<file path="config.mk">
export PLATFORM = sky130hd
export DESIGN_NAME = pclu_top
export DESIGN_NICKNAME = d
export VERILOG_FILES = /design/src/common/pclu_pkg.sv /design/src/design/pclu_stack.sv /design/src/design/pclu_top.sv
export VERILOG_INCLUDE_DIRS = /design/src /design/src/common
export SDC_FILE = /design/constraint.sdc
export NUM_CORES = 1
export LEC_CHECK = 0
export ABC_AREA = 1
export BUFFER_PORTS_ARGS = -buffer_cell sky130_fd_sc_hd__buf_2
export CAP_MARGIN = 20
export CORE_MARGIN = 2
export CORE_UTILIZATION = 55
export DETAILED_ROUTE_END_ITERATION = 12
export GPL_TIMING_DRIVEN = 0
export PLACE_DENSITY = 0.87
export SLEW_MARGIN = 20
export SYNTH_ARGS = -nofsm -noshare
export SYNTH_HDL_FRONTEND = slang
export SYNTH_SLANG_ARGS = --single-unit
</file>
<file path="constraint.sdc">
create_clock -name ref_clk -period 2.8 [get_ports ref_clk]
set_clock_uncertainty 0.05 [all_clocks]
set_input_delay 0.56 -clock ref_clk [delete_from_list [all_inputs] [get_ports ref_clk]]
set_output_delay 0.56 -clock ref_clk [all_outputs]
set_load 0.01 [all_outputs]
</file>
<file path="src/common/pclu_consts.svh">
// Purpose: constants for the program counter load unit
// Assumes: 8-bit register port, 15-bit program counter
// Notes:   offsets decode on their low seven bits in every bank
// Function
// - hold 15-bit pc; low byte readable, writable
// - upper pc bits reachable only via latch
// - any reset clears whole pc
// - low byte write loads latch into upper
// - low byte write yields latch plus byte
// - latch holds seven upper address bits
// - computed jump writes low byte, no carry
// - call: operand low eleven, latch bits 6:3
// - computed call: accumulator low, latch upper
// - accumulator branch: pc plus one plus unsigned
// - operand branch: pc plus one plus signed
// - branches use advanced pc, any block
// - core registers decode in every bank
// - push increments pointer, then stores pc
// - push and pop leave latch unchanged
`ifndef PCLU_CONSTS_SVH
`define PCLU_CONSTS_SVH

`define PCLU_PC_W          15
`define PCLU_LATCH_W       7
`define PCLU_SP_W          5
`define PCLU_DEPTH         16
`define PCLU_BANK_MASK     12'h07f
`define PCLU_OFF_PC_LOW    12'h002
`define PCLU_OFF_LATCH     12'hf8a
`define PCLU_OFF_SP        12'hfed
`define PCLU_OFF_TOS_LO    12'hfee
`define PCLU_OFF_TOS_HI    12'hfef
`define PCLU_RST_PC        15'h0000
`define PCLU_RST_LATCH     7'h00
`define PCLU_RST_SP        5'h1f
`define PCLU_INT_VECTOR    15'h0004

`endif

</file>
<file path="src/common/pclu_pkg.sv">
// Purpose: types shared by the program counter load unit
// Assumes: decoder presents at most one operation per cycle
// Notes:   zero code means no pc-changing operation
package pclu_pkg;
    typedef enum logic [5:0] {
        PCLU_OP_NONE  = 6'h00,
        PCLU_OP_CALL  = 6'h01,
        PCLU_OP_CCALL = 6'h02,
        PCLU_OP_ABR   = 6'h04,
        PCLU_OP_OBR   = 6'h08,
        PCLU_OP_RET   = 6'h10,
        PCLU_OP_INTV  = 6'h20
    } pclu_op_t;
endpackage : pclu_pkg

</file>
<file path="src/design/pclu_stack.sv">
// Purpose: return address stack with software access to pointer and top
// Assumes: push and pop never in the same cycle
// Notes:   wraps circularly; no overflow reset here
`timescale 1ns/1ps
`include "pclu_consts.svh"
module pclu_stack
    import pclu_pkg::*;
(
    input  wire logic                   ref_clk,
    input  wire logic                   rstn,
    input  wire logic                   push,
    input  wire logic                   pop,
    input  wire logic [`PCLU_PC_W-1:0]  push_data,
    input  wire logic                   sp_wr,
    input  wire logic                   tos_lo_wr,
    input  wire logic                   tos_hi_wr,
    input  wire logic [7:0]             wdata,
    output logic      [`PCLU_SP_W-1:0]  sp,
    output logic      [`PCLU_PC_W-1:0]  tos
);
    typedef struct packed {
        logic [`PCLU_SP_W-1:0] sp;
    } pclu_stk_st_t;

    pclu_stk_st_t st_reg;
    pclu_stk_st_t st_next;
    logic [`PCLU_PC_W-1:0] mem [`PCLU_DEPTH];
    logic [`PCLU_SP_W-1:0] sp_inc;

    assign sp_inc = st_reg.sp + 5'h01;
    assign sp     = st_reg.sp;
    assign tos    = mem[st_reg.sp[3:0]];

    always_comb begin
        st_next = st_reg;
        if (push)
            st_next.sp = sp_inc;
        else if (pop)
            st_next.sp = st_reg.sp - 5'h01;
        else if (sp_wr)
            st_next.sp = wdata[`PCLU_SP_W-1:0];
    end

    always_ff @(posedge ref_clk or negedge rstn) begin
        if (!rstn)
            st_reg <= '{sp: `PCLU_RST_SP};
        else
            st_reg <= st_next;
    end

    // storage needs no reset; contents are undefined until pushed
    always_ff @(posedge ref_clk) begin
        if (push)
            mem[sp_inc[3:0]] <= push_data;
        else if (tos_lo_wr)
            mem[st_reg.sp[3:0]][7:0] <= wdata;
        else if (tos_hi_wr)
            mem[st_reg.sp[3:0]][14:8] <= wdata[6:0];
    end
endmodule : pclu_stack

</file>
<file path="src/design/pclu_top.sv">
// Purpose: program counter sequencing and its core registers
// Assumes: register port and decoder run on ref_clk
// Notes:   decoder operation wins over a same-cycle low byte write
//
// Chosen here: the address-and-strobe port.
`timescale 1ns/1ps
`include "pclu_consts.svh"
module pclu_top
    import pclu_pkg::*;
(
    input  wire logic                   ref_clk,
    input  wire logic                   rstn,
    input  wire logic [11:0]            reg_addr,
    input  wire logic [7:0]             reg_wdata,
    input  wire logic                   reg_wr,
    input  wire logic                   reg_rd,
    output logic      [7:0]             reg_rdata,
    input  wire pclu_op_t               op_kind,
    input  wire logic [10:0]            op_operand,
    input  wire logic [7:0]             acc_value,
    input  wire logic                   fetch,
    output logic      [`PCLU_PC_W-1:0]  pc_out,
    output logic                        push_out
);
    typedef struct packed {
        logic [`PCLU_PC_W-1:0]    pc;
        logic [`PCLU_LATCH_W-1:0] latch;
        logic [7:0]               rdata;
        logic                     push;
    } pclu_st_t;

    pclu_st_t st_reg;
    pclu_st_t st_next;

    // bank bits are ignored so every bank reaches the same register
    function automatic logic addr_hit(input logic [11:0] a,
                                      input logic [11:0] off);
        addr_hit = ((a & `PCLU_BANK_MASK) == (off & `PCLU_BANK_MASK));
    endfunction : addr_hit

    logic                  hit_pc_lo;
    logic                  hit_latch;
    logic                  hit_sp;
    logic                  hit_tlo;
    logic                  hit_thi;
    logic [`PCLU_PC_W-1:0] pc_inc;
    logic [`PCLU_PC_W-1:0] opr_off;
    logic [`PCLU_PC_W-1:0] acc_off;
    logic                  stk_push;
    logic                  stk_pop;
    logic [`PCLU_PC_W-1:0] stk_push_data;
    logic [`PCLU_SP_W-1:0] stk_sp;
    logic [`PCLU_PC_W-1:0] stk_tos;

    assign hit_pc_lo = addr_hit(reg_addr, `PCLU_OFF_PC_LOW);
    assign hit_latch = addr_hit(reg_addr, `PCLU_OFF_LATCH);
    assign hit_sp    = addr_hit(reg_addr, `PCLU_OFF_SP);
    assign hit_tlo   = addr_hit(reg_addr, `PCLU_OFF_TOS_LO);
    assign hit_thi   = addr_hit(reg_addr, `PCLU_OFF_TOS_HI);

    // branch base is the already advanced pc; sum carries freely
    assign pc_inc  = st_reg.pc + 15'h0001;
    assign acc_off = {7'h00, acc_value};
    assign opr_off = {{6{op_operand[8]}}, op_operand[8:0]};

    // calls save the next instruction; a vectored interrupt saves
    // the instruction it preempted, which has not yet executed
    assign stk_push = (op_kind == PCLU_OP_CALL)
                   || (op_kind == PCLU_OP_CCALL)
                   || (op_kind == PCLU_OP_INTV);
    assign stk_pop  = (op_kind == PCLU_OP_RET);
    assign stk_push_data = (op_kind == PCLU_OP_INTV) ? st_reg.pc : pc_inc;

    pclu_stack u_stack (
        .ref_clk   (ref_clk),
        .rstn      (rstn),
        .push      (stk_push),
        .pop       (stk_pop),
        .push_data (stk_push_data),
        .sp_wr     (reg_wr && hit_sp),
        .tos_lo_wr (reg_wr && hit_tlo),
        .tos_hi_wr (reg_wr && hit_thi),
        .wdata     (reg_wdata),
        .sp        (stk_sp),
        .tos       (stk_tos)
    );

    always_comb begin
        st_next = st_reg;
        st_next.push = stk_push;

        // only a software write touches the latch, never the stack
        if (reg_wr && hit_latch)
            st_next.latch = reg_wdata[`PCLU_LATCH_W-1:0];

        case (op_kind)
            PCLU_OP_CALL:
                st_next.pc = {st_reg.latch[6:3], op_operand};
            PCLU_OP_CCALL:
                st_next.pc = {st_reg.latch, acc_value};
            PCLU_OP_ABR:
                st_next.pc = pc_inc + acc_off;
            PCLU_OP_OBR:
                st_next.pc = pc_inc + opr_off;
            PCLU_OP_RET:
                st_next.pc = stk_tos;
            PCLU_OP_INTV:
                st_next.pc = `PCLU_INT_VECTOR;
            default: begin
                // computed goto is a plain low byte write: the upper
                // bits come from the latch, so no carry crosses 256
                if (reg_wr && hit_pc_lo)
                    st_next.pc = {st_reg.latch, reg_wdata};
                else if (fetch)
                    st_next.pc = pc_inc;
            end
        endcase

        st_next.rdata = 8'h00;
        if (reg_rd) begin
            if (hit_pc_lo)
                st_next.rdata = st_reg.pc[7:0];
            else if (hit_latch)
                st_next.rdata = {1'b0, st_reg.latch};
            else if (hit_sp)
                st_next.rdata = {3'b000, stk_sp};
            else if (hit_tlo)
                st_next.rdata = stk_tos[7:0];
            else if (hit_thi)
                st_next.rdata = {1'b0, stk_tos[14:8]};
            // upper pc bits have no read path of their own
        end
    end

    always_ff @(posedge ref_clk or negedge rstn) begin
        if (!rstn)
            st_reg <= '{pc: `PCLU_RST_PC, latch: `PCLU_RST_LATCH,
                        rdata: 8'h00, push: 1'b0};
        else
            st_reg <= st_next;
    end

    assign pc_out    = st_reg.pc;
    assign reg_rdata = st_reg.rdata;
    assign push_out  = st_reg.push;

    logic idle_op;
    assign idle_op = (op_kind == PCLU_OP_NONE);
endmodule : pclu_top

</file>
==> metrics.txt <==
# TYPE chip_impl_metric gauge
chip_impl_metric{name="timing.final.crit_share",unit="%"} 103.0
chip_impl_metric{name="floorplan.die.width",unit="um"} 162.4
chip_impl_metric{name="flip_flop_count_of_the_largest_register_after_layout",unit=""} 240
chip_impl_metric{name="first_global_vias",unit=""} 11382
chip_impl_metric{name="syn-cell-area",unit="sq um"} 13800
chip_impl_metric{name="timing.slew.headroom",unit="%"} 28.73
chip_impl_info{name="worstSetupStartpointType",value="flip-flop"} 1
chip_impl_info{name="failed_checks",value="setup timing"} 1
chip_impl_info{name="critical_path.slowest_cell",value="sky130_fd_sc_hd__buf_1"} 1
chip_impl_metric{name="core.rowCount",unit=""} 57
chip_impl_metric{name="ir_drop",unit="V"} 0.0007485
chip_impl_metric{name="finalWorstPathRequiredPeriod",unit="ns"} 2.883
chip_impl_metric{name="post-route-drc-count",unit=""} 0
chip_impl_info{name="clockRootBuffer",value="sky130_fd_sc_hd__clkbuf_16"} 1
chip_impl_metric{name="core_area",unit="sq um"} 24460
chip_impl_metric{name="static_leak",unit="nW"} 6.498
chip_impl_metric{name="power_switching",unit="mW"} 5.896
chip_impl_metric{name="synthesis.nets",unit=""} 1527
chip_impl_metric{name="finalSetupViolCount",unit=""} 42
chip_impl_info{name="timing.critical_path.max_delay_family",value="buffers and inverters"} 1
chip_impl_metric{name="routedWlPerCell",unit="um"} 24.72
chip_impl_metric{name="synth_seq_area_share",unit="%"} 58.80
chip_impl_metric{name="placement.setup.worst_slack",unit="ns"} -0.7787
chip_impl_info{name="critical_path.cell_chain",value="inv_1, clkbuf_1, buf_1, nand2_1, nand3_1, nand3_1, o22ai_1, a21oi_1, o21ai_0, nor2_1, a21oi_1"} 1
chip_impl_metric{name="p_int",unit="mW"} 9.245
chip_impl_metric{name="dr_total_vias",unit=""} 12156
chip_impl_info{name="run_status",value="finished with violations"} 1
chip_impl_metric{name="synth.avg_cell_area",unit="sq um"} 9.457
chip_impl_metric{name="final-hold-violation-count",unit=""} 0
chip_impl_metric{name="layout_overhead_on_the_synthesized_area",unit="%"} 19.76
chip_impl_metric{name="max-cap-violations",unit=""} 0
chip_impl_metric{name="switching_share",unit="%"} 38.94
chip_impl_metric{name="synth_enable_flop_cells",unit=""} 240
chip_impl_metric{name="cpPeakStageDelay",unit="ns"} 0.67
chip_impl_metric{name="dp.final_hpwl",unit="um"} 32160
chip_impl_info{name="setup_repair_after_global_routing_missed_its_margin",value="true"} 1
chip_impl_metric{name="fillers",unit=""} 1761
chip_impl_metric{name="clock_sink_count",unit=""} 276
chip_impl_metric{name="power_frac_clock",unit="%"} 27.6
chip_impl_metric{name="worst_pin_slew",unit="ns"} 1.069
chip_impl_metric{name="path_max_fanout",unit=""} 10
chip_impl_metric{name="drt_pass1_iterations",unit=""} 6
chip_impl_metric{name="comb_power_share",unit="%"} 37.4
chip_impl_metric{name="postSynth.asyncResetShare",unit="%"} 13.04
chip_impl_metric{name="via_count_normalized_by_instance_count",unit=""} 6.308
chip_impl_metric{name="initial_antenna_violation_count",unit=""} 0
chip_impl_metric{name="globalRouteOverflowTotal",unit=""} 0
chip_impl_info{name="synthFlopType",value="sky130_fd_sc_hd__edfxtp_1"} 1
chip_impl_metric{name="num_antenna_cells",unit=""} 0
chip_impl_metric{name="clk_pin_slew",unit="ns"} 0.06
chip_impl_metric{name="yosys_warnings",unit=""} 0
chip_impl_metric{name="sequential_cell_area",unit="sq um"} 8123
chip_impl_metric{name="worst-path-buf-inv",unit=""} 3
chip_impl_metric{name="floorplan.initialDensity",unit="%"} 56.41
chip_impl_metric{name="largest_net_degree_at_the_start_of_global_routing",unit=""} 37
chip_impl_metric{name="htree_num_levels",unit=""} 1
chip_impl_metric{name="dr.first_iter.drc_count",unit=""} 1859
chip_impl_metric{name="die_area",unit="sq um"} 26370
chip_impl_metric{name="path_depth",unit=""} 11
chip_impl_metric{name="grtUsageTotal",unit="%"} 35.32
chip_impl_metric{name="pwr_density_cell",unit="nW/um^2"} 916.3
chip_impl_metric{name="setup_tns",unit="ns"} -0.8561
chip_impl_metric{name="ratio_of_cells_with_drive_above_1_in_the_final_layout",unit="%"} 22.89
chip_impl_metric{name="register_to_register_path_depth",unit=""} 11
chip_impl_metric{name="place.gp.congestion",unit=""} 0.9832
chip_impl_metric{name="portbufs",unit=""} 68
chip_impl_metric{name="nets",unit=""} 1649
chip_impl_metric{name="grt_first_pass_wirelength",unit="um"} 68410
chip_impl_metric{name="die-height",unit="um"} 162.4
chip_impl_info{name="worstHoldPathType",value="input pin to async pin"} 1
chip_impl_metric{name="drv_slew",unit=""} 0
chip_impl_metric{name="synth.lib_cells_used.distinct",unit=""} 50
chip_impl_metric{name="crit_arrival",unit="ns"} 3.31
chip_impl_metric{name="clock.fmax",unit="MHz"} 346.9
chip_impl_metric{name="ctsLongestPathBuffers",unit=""} 3
chip_impl_metric{name="clk-insertion-delay-late",unit="ns"} 0.59
chip_impl_metric{name="synth.ff_latch_count",unit=""} 276
chip_impl_info{name="critPathKind",value="flip-flop to flip-flop"} 1
chip_impl_info{name="crit_path_end_kind",value="flip-flop"} 1
chip_impl_metric{name="critical_path_required",unit="ns"} 3.22
chip_impl_metric{name="number_of_buffers_added_by_the_clock_tree_synthesis_step",unit=""} 28
chip_impl_info{name="clock_tree_from_tritoncts",value="done"} 1
chip_impl_metric{name="post_cts_hold_buffer_count",unit=""} 0
chip_impl_metric{name="fin_ws",unit="ns"} -0.08283
chip_impl_metric{name="synth_cells",unit=""} 1459
chip_impl_metric{name="routed_wl",unit="um"} 47640
chip_impl_metric{name="pwr-share-seq",unit="%"} 35.0
chip_impl_metric{name="io_pins",unit=""} 74
chip_impl_metric{name="multiInputGateArea",unit="sq um"} 5401
chip_impl_metric{name="final_antenna_violating_net_count",unit=""} 0
area by class of cell:
type | count | share of cell area, %
Sequential cell | 276 | 49.16
Inverter | 124 | 2.862
Multi-Input combinational cell | 970 | 32.69
Buffer | 88 | 2.968
Clock buffer | 36 | 4.679
Tap cell | 324 | 2.453
Clock inverter | 16 | 1.552
Timing Repair Buffer | 93 | 3.642
layer usage:
| metal | wire length [um] | share of wire (%) | global-route usage (%) | up-vias |
|---|---|---|---|---|
| li1 | - | - | - | 5248 |
| met1 | 16110 | 34 | 43.29 | 5657 |
| met2 | 22480 | 47 | 58.97 | 1013 |
| met3 | 5895 | 12 | 7.079 | 238 |
| met4 | 3166 | 6.6 | 19.71 | 0 |
| met5 | 0 | 0 | 0 | - |
final timing paths:
path,from,slack (ns),end
worst max register to register,u_stack.sp[0],-0.08,pc_out[7]
max in group asynchronous,rstn,2.04,pc_out[2]
min in group ref_clk,reg_rd,0.25,reg_rdata[5]
worst min register to register,st_reg[9],0.43,st_reg[9]
worst max-delay path,u_stack.sp[0],-0.08,pc_out[7]
worst min-delay path,rstn,0.07,pc_out[12]
per-stage QoR:
stage	instances	power (mW)	hold WS [ns]	cell area, sq um	util (%)
global placement	1851	9.868	0.4168	14550	59.48
detailed placement	1857	10.03	0.4223	14650	59.88
CTS	1917	14.44	0.08070	16150	66.01
global route	1927	15.56	0.1205	16520	67.55
finish	1927	15.14	0.07261	16520	67.55
floorplan	1459	8.094	0.2144	13800	-
layout by cell type, fill, tap and decap left out, types with 4 or more instances in the layout:
cell type,count
sky130_fd_sc_hd__nand4_1,10
sky130_fd_sc_hd__or2_2,4
sky130_fd_sc_hd__nand3_1,103
sky130_fd_sc_hd__nor2_4,37
sky130_fd_sc_hd__buf_12,5
sky130_fd_sc_hd__clkbuf_2,20
sky130_fd_sc_hd__nand3_2,7
sky130_fd_sc_hd__buf_2,86
sky130_fd_sc_hd__clkbuf_1,24
sky130_fd_sc_hd__inv_1,108
sky130_fd_sc_hd__a21oi_2,11
sky130_fd_sc_hd__nor2_1,104
sky130_fd_sc_hd__o211ai_1,14
sky130_fd_sc_hd__o21ai_1,16
sky130_fd_sc_hd__dfrtp_2,7
sky130_fd_sc_hd__buf_4,43
sky130_fd_sc_hd__bufinv_16,6
sky130_fd_sc_hd__clkinv_2,7
sky130_fd_sc_hd__dfrtp_1,24
sky130_fd_sc_hd__edfxtp_1,240
sky130_fd_sc_hd__nor3_1,10
sky130_fd_sc_hd__xor2_1,8
sky130_fd_sc_hd__inv_2,13
sky130_fd_sc_hd__and3_1,4
sky130_fd_sc_hd__o22ai_2,5
sky130_fd_sc_hd__a32o_1,5
sky130_fd_sc_hd__dfstp_2,5
sky130_fd_sc_hd__nand2_1,339
sky130_fd_sc_hd__nor2_2,15
sky130_fd_sc_hd__ha_1,7
sky130_fd_sc_hd__o22ai_1,13
sky130_fd_sc_hd__o21ai_0,115
sky130_fd_sc_hd__clkbuf_16,30
sky130_fd_sc_hd__a21oi_1,67
sky130_fd_sc_hd__a41oi_1,4
sky130_fd_sc_hd__nand2_2,13
sky130_fd_sc_hd__ha_4,8
sky130_fd_sc_hd__o21ai_2,13
worst register-to-register path: cells and delay by family, from the launching register on:
kind                   cells  cell delay [ns]
DFF                        1             0.40
buffers and inverters      3             1.06
AOI/OAI and AO/OA          4             0.92
and+or+nand+nor            4             0.40
power groups by stage:
stage	registers, mW	logic [mW]	clock network (mW)
6_report	5.30	5.66	4.18
5_1_grt	5.30	5.91	4.34
4_1_cts	5.29	4.98	4.16
3_5_place_dp	5.39	4.64	0
3_3_place_gp	5.43	4.44	0
2_1_floorplan	5.28	2.81	0
Yosys cell counts, types with 6 or more instances:
library cell               instances  share of area (%)
sky130_fd_sc_hd__clkbuf_1         41                1.1
sky130_fd_sc_hd__inv_2             6               0.16
sky130_fd_sc_hd__nand2_1         349                9.5
sky130_fd_sc_hd__nand3_1         109                4.0
sky130_fd_sc_hd__ha_1             17                1.5
sky130_fd_sc_hd__edfxtp_1        240                 52
sky130_fd_sc_hd__nand4_1          10               0.45
sky130_fd_sc_hd__nor2_2            7               0.32
sky130_fd_sc_hd__o211ai_1         14               0.76
sky130_fd_sc_hd__nor3_1           10               0.36
sky130_fd_sc_hd__o31ai_1           6               0.33
sky130_fd_sc_hd__buf_4            23                1.3
sky130_fd_sc_hd__nor2_1          144                3.9
sky130_fd_sc_hd__a21oi_1          78                2.8
sky130_fd_sc_hd__o21ai_0         141                5.1
sky130_fd_sc_hd__xor2_1           10               0.63
sky130_fd_sc_hd__o22ai_1          18               0.82
sky130_fd_sc_hd__dfrtp_1          31                5.6
sky130_fd_sc_hd__buf_2            21               0.76
sky130_fd_sc_hd__inv_1           116                3.2
cells by family (layout without fill, tap and decap cells):
logic type               count (synthesis)  in the layout  share of synthesized area [%]
AO/OA/AOI/OAI                          285            285                          11.63
XOR/XNOR                                12             12                         0.8977
adder cells (fa/ha/maj)                 18             18                          1.687
buffers and inverters                  213            357                          6.665
flip-flops                             276            276                          58.80
AND/OR/NAND/NOR                        655            655                          20.32
timing repair:
item | 4_1_cts | 5_1_grt
pin swaps | 7 | 18
setup buffers | 8 | 11
gates resized for setup | 116 | 92
endpoints found under the hold margin | 0 | 0
setup endpoints to repair | 287 | 255
(Power assumes the default switching activity.)
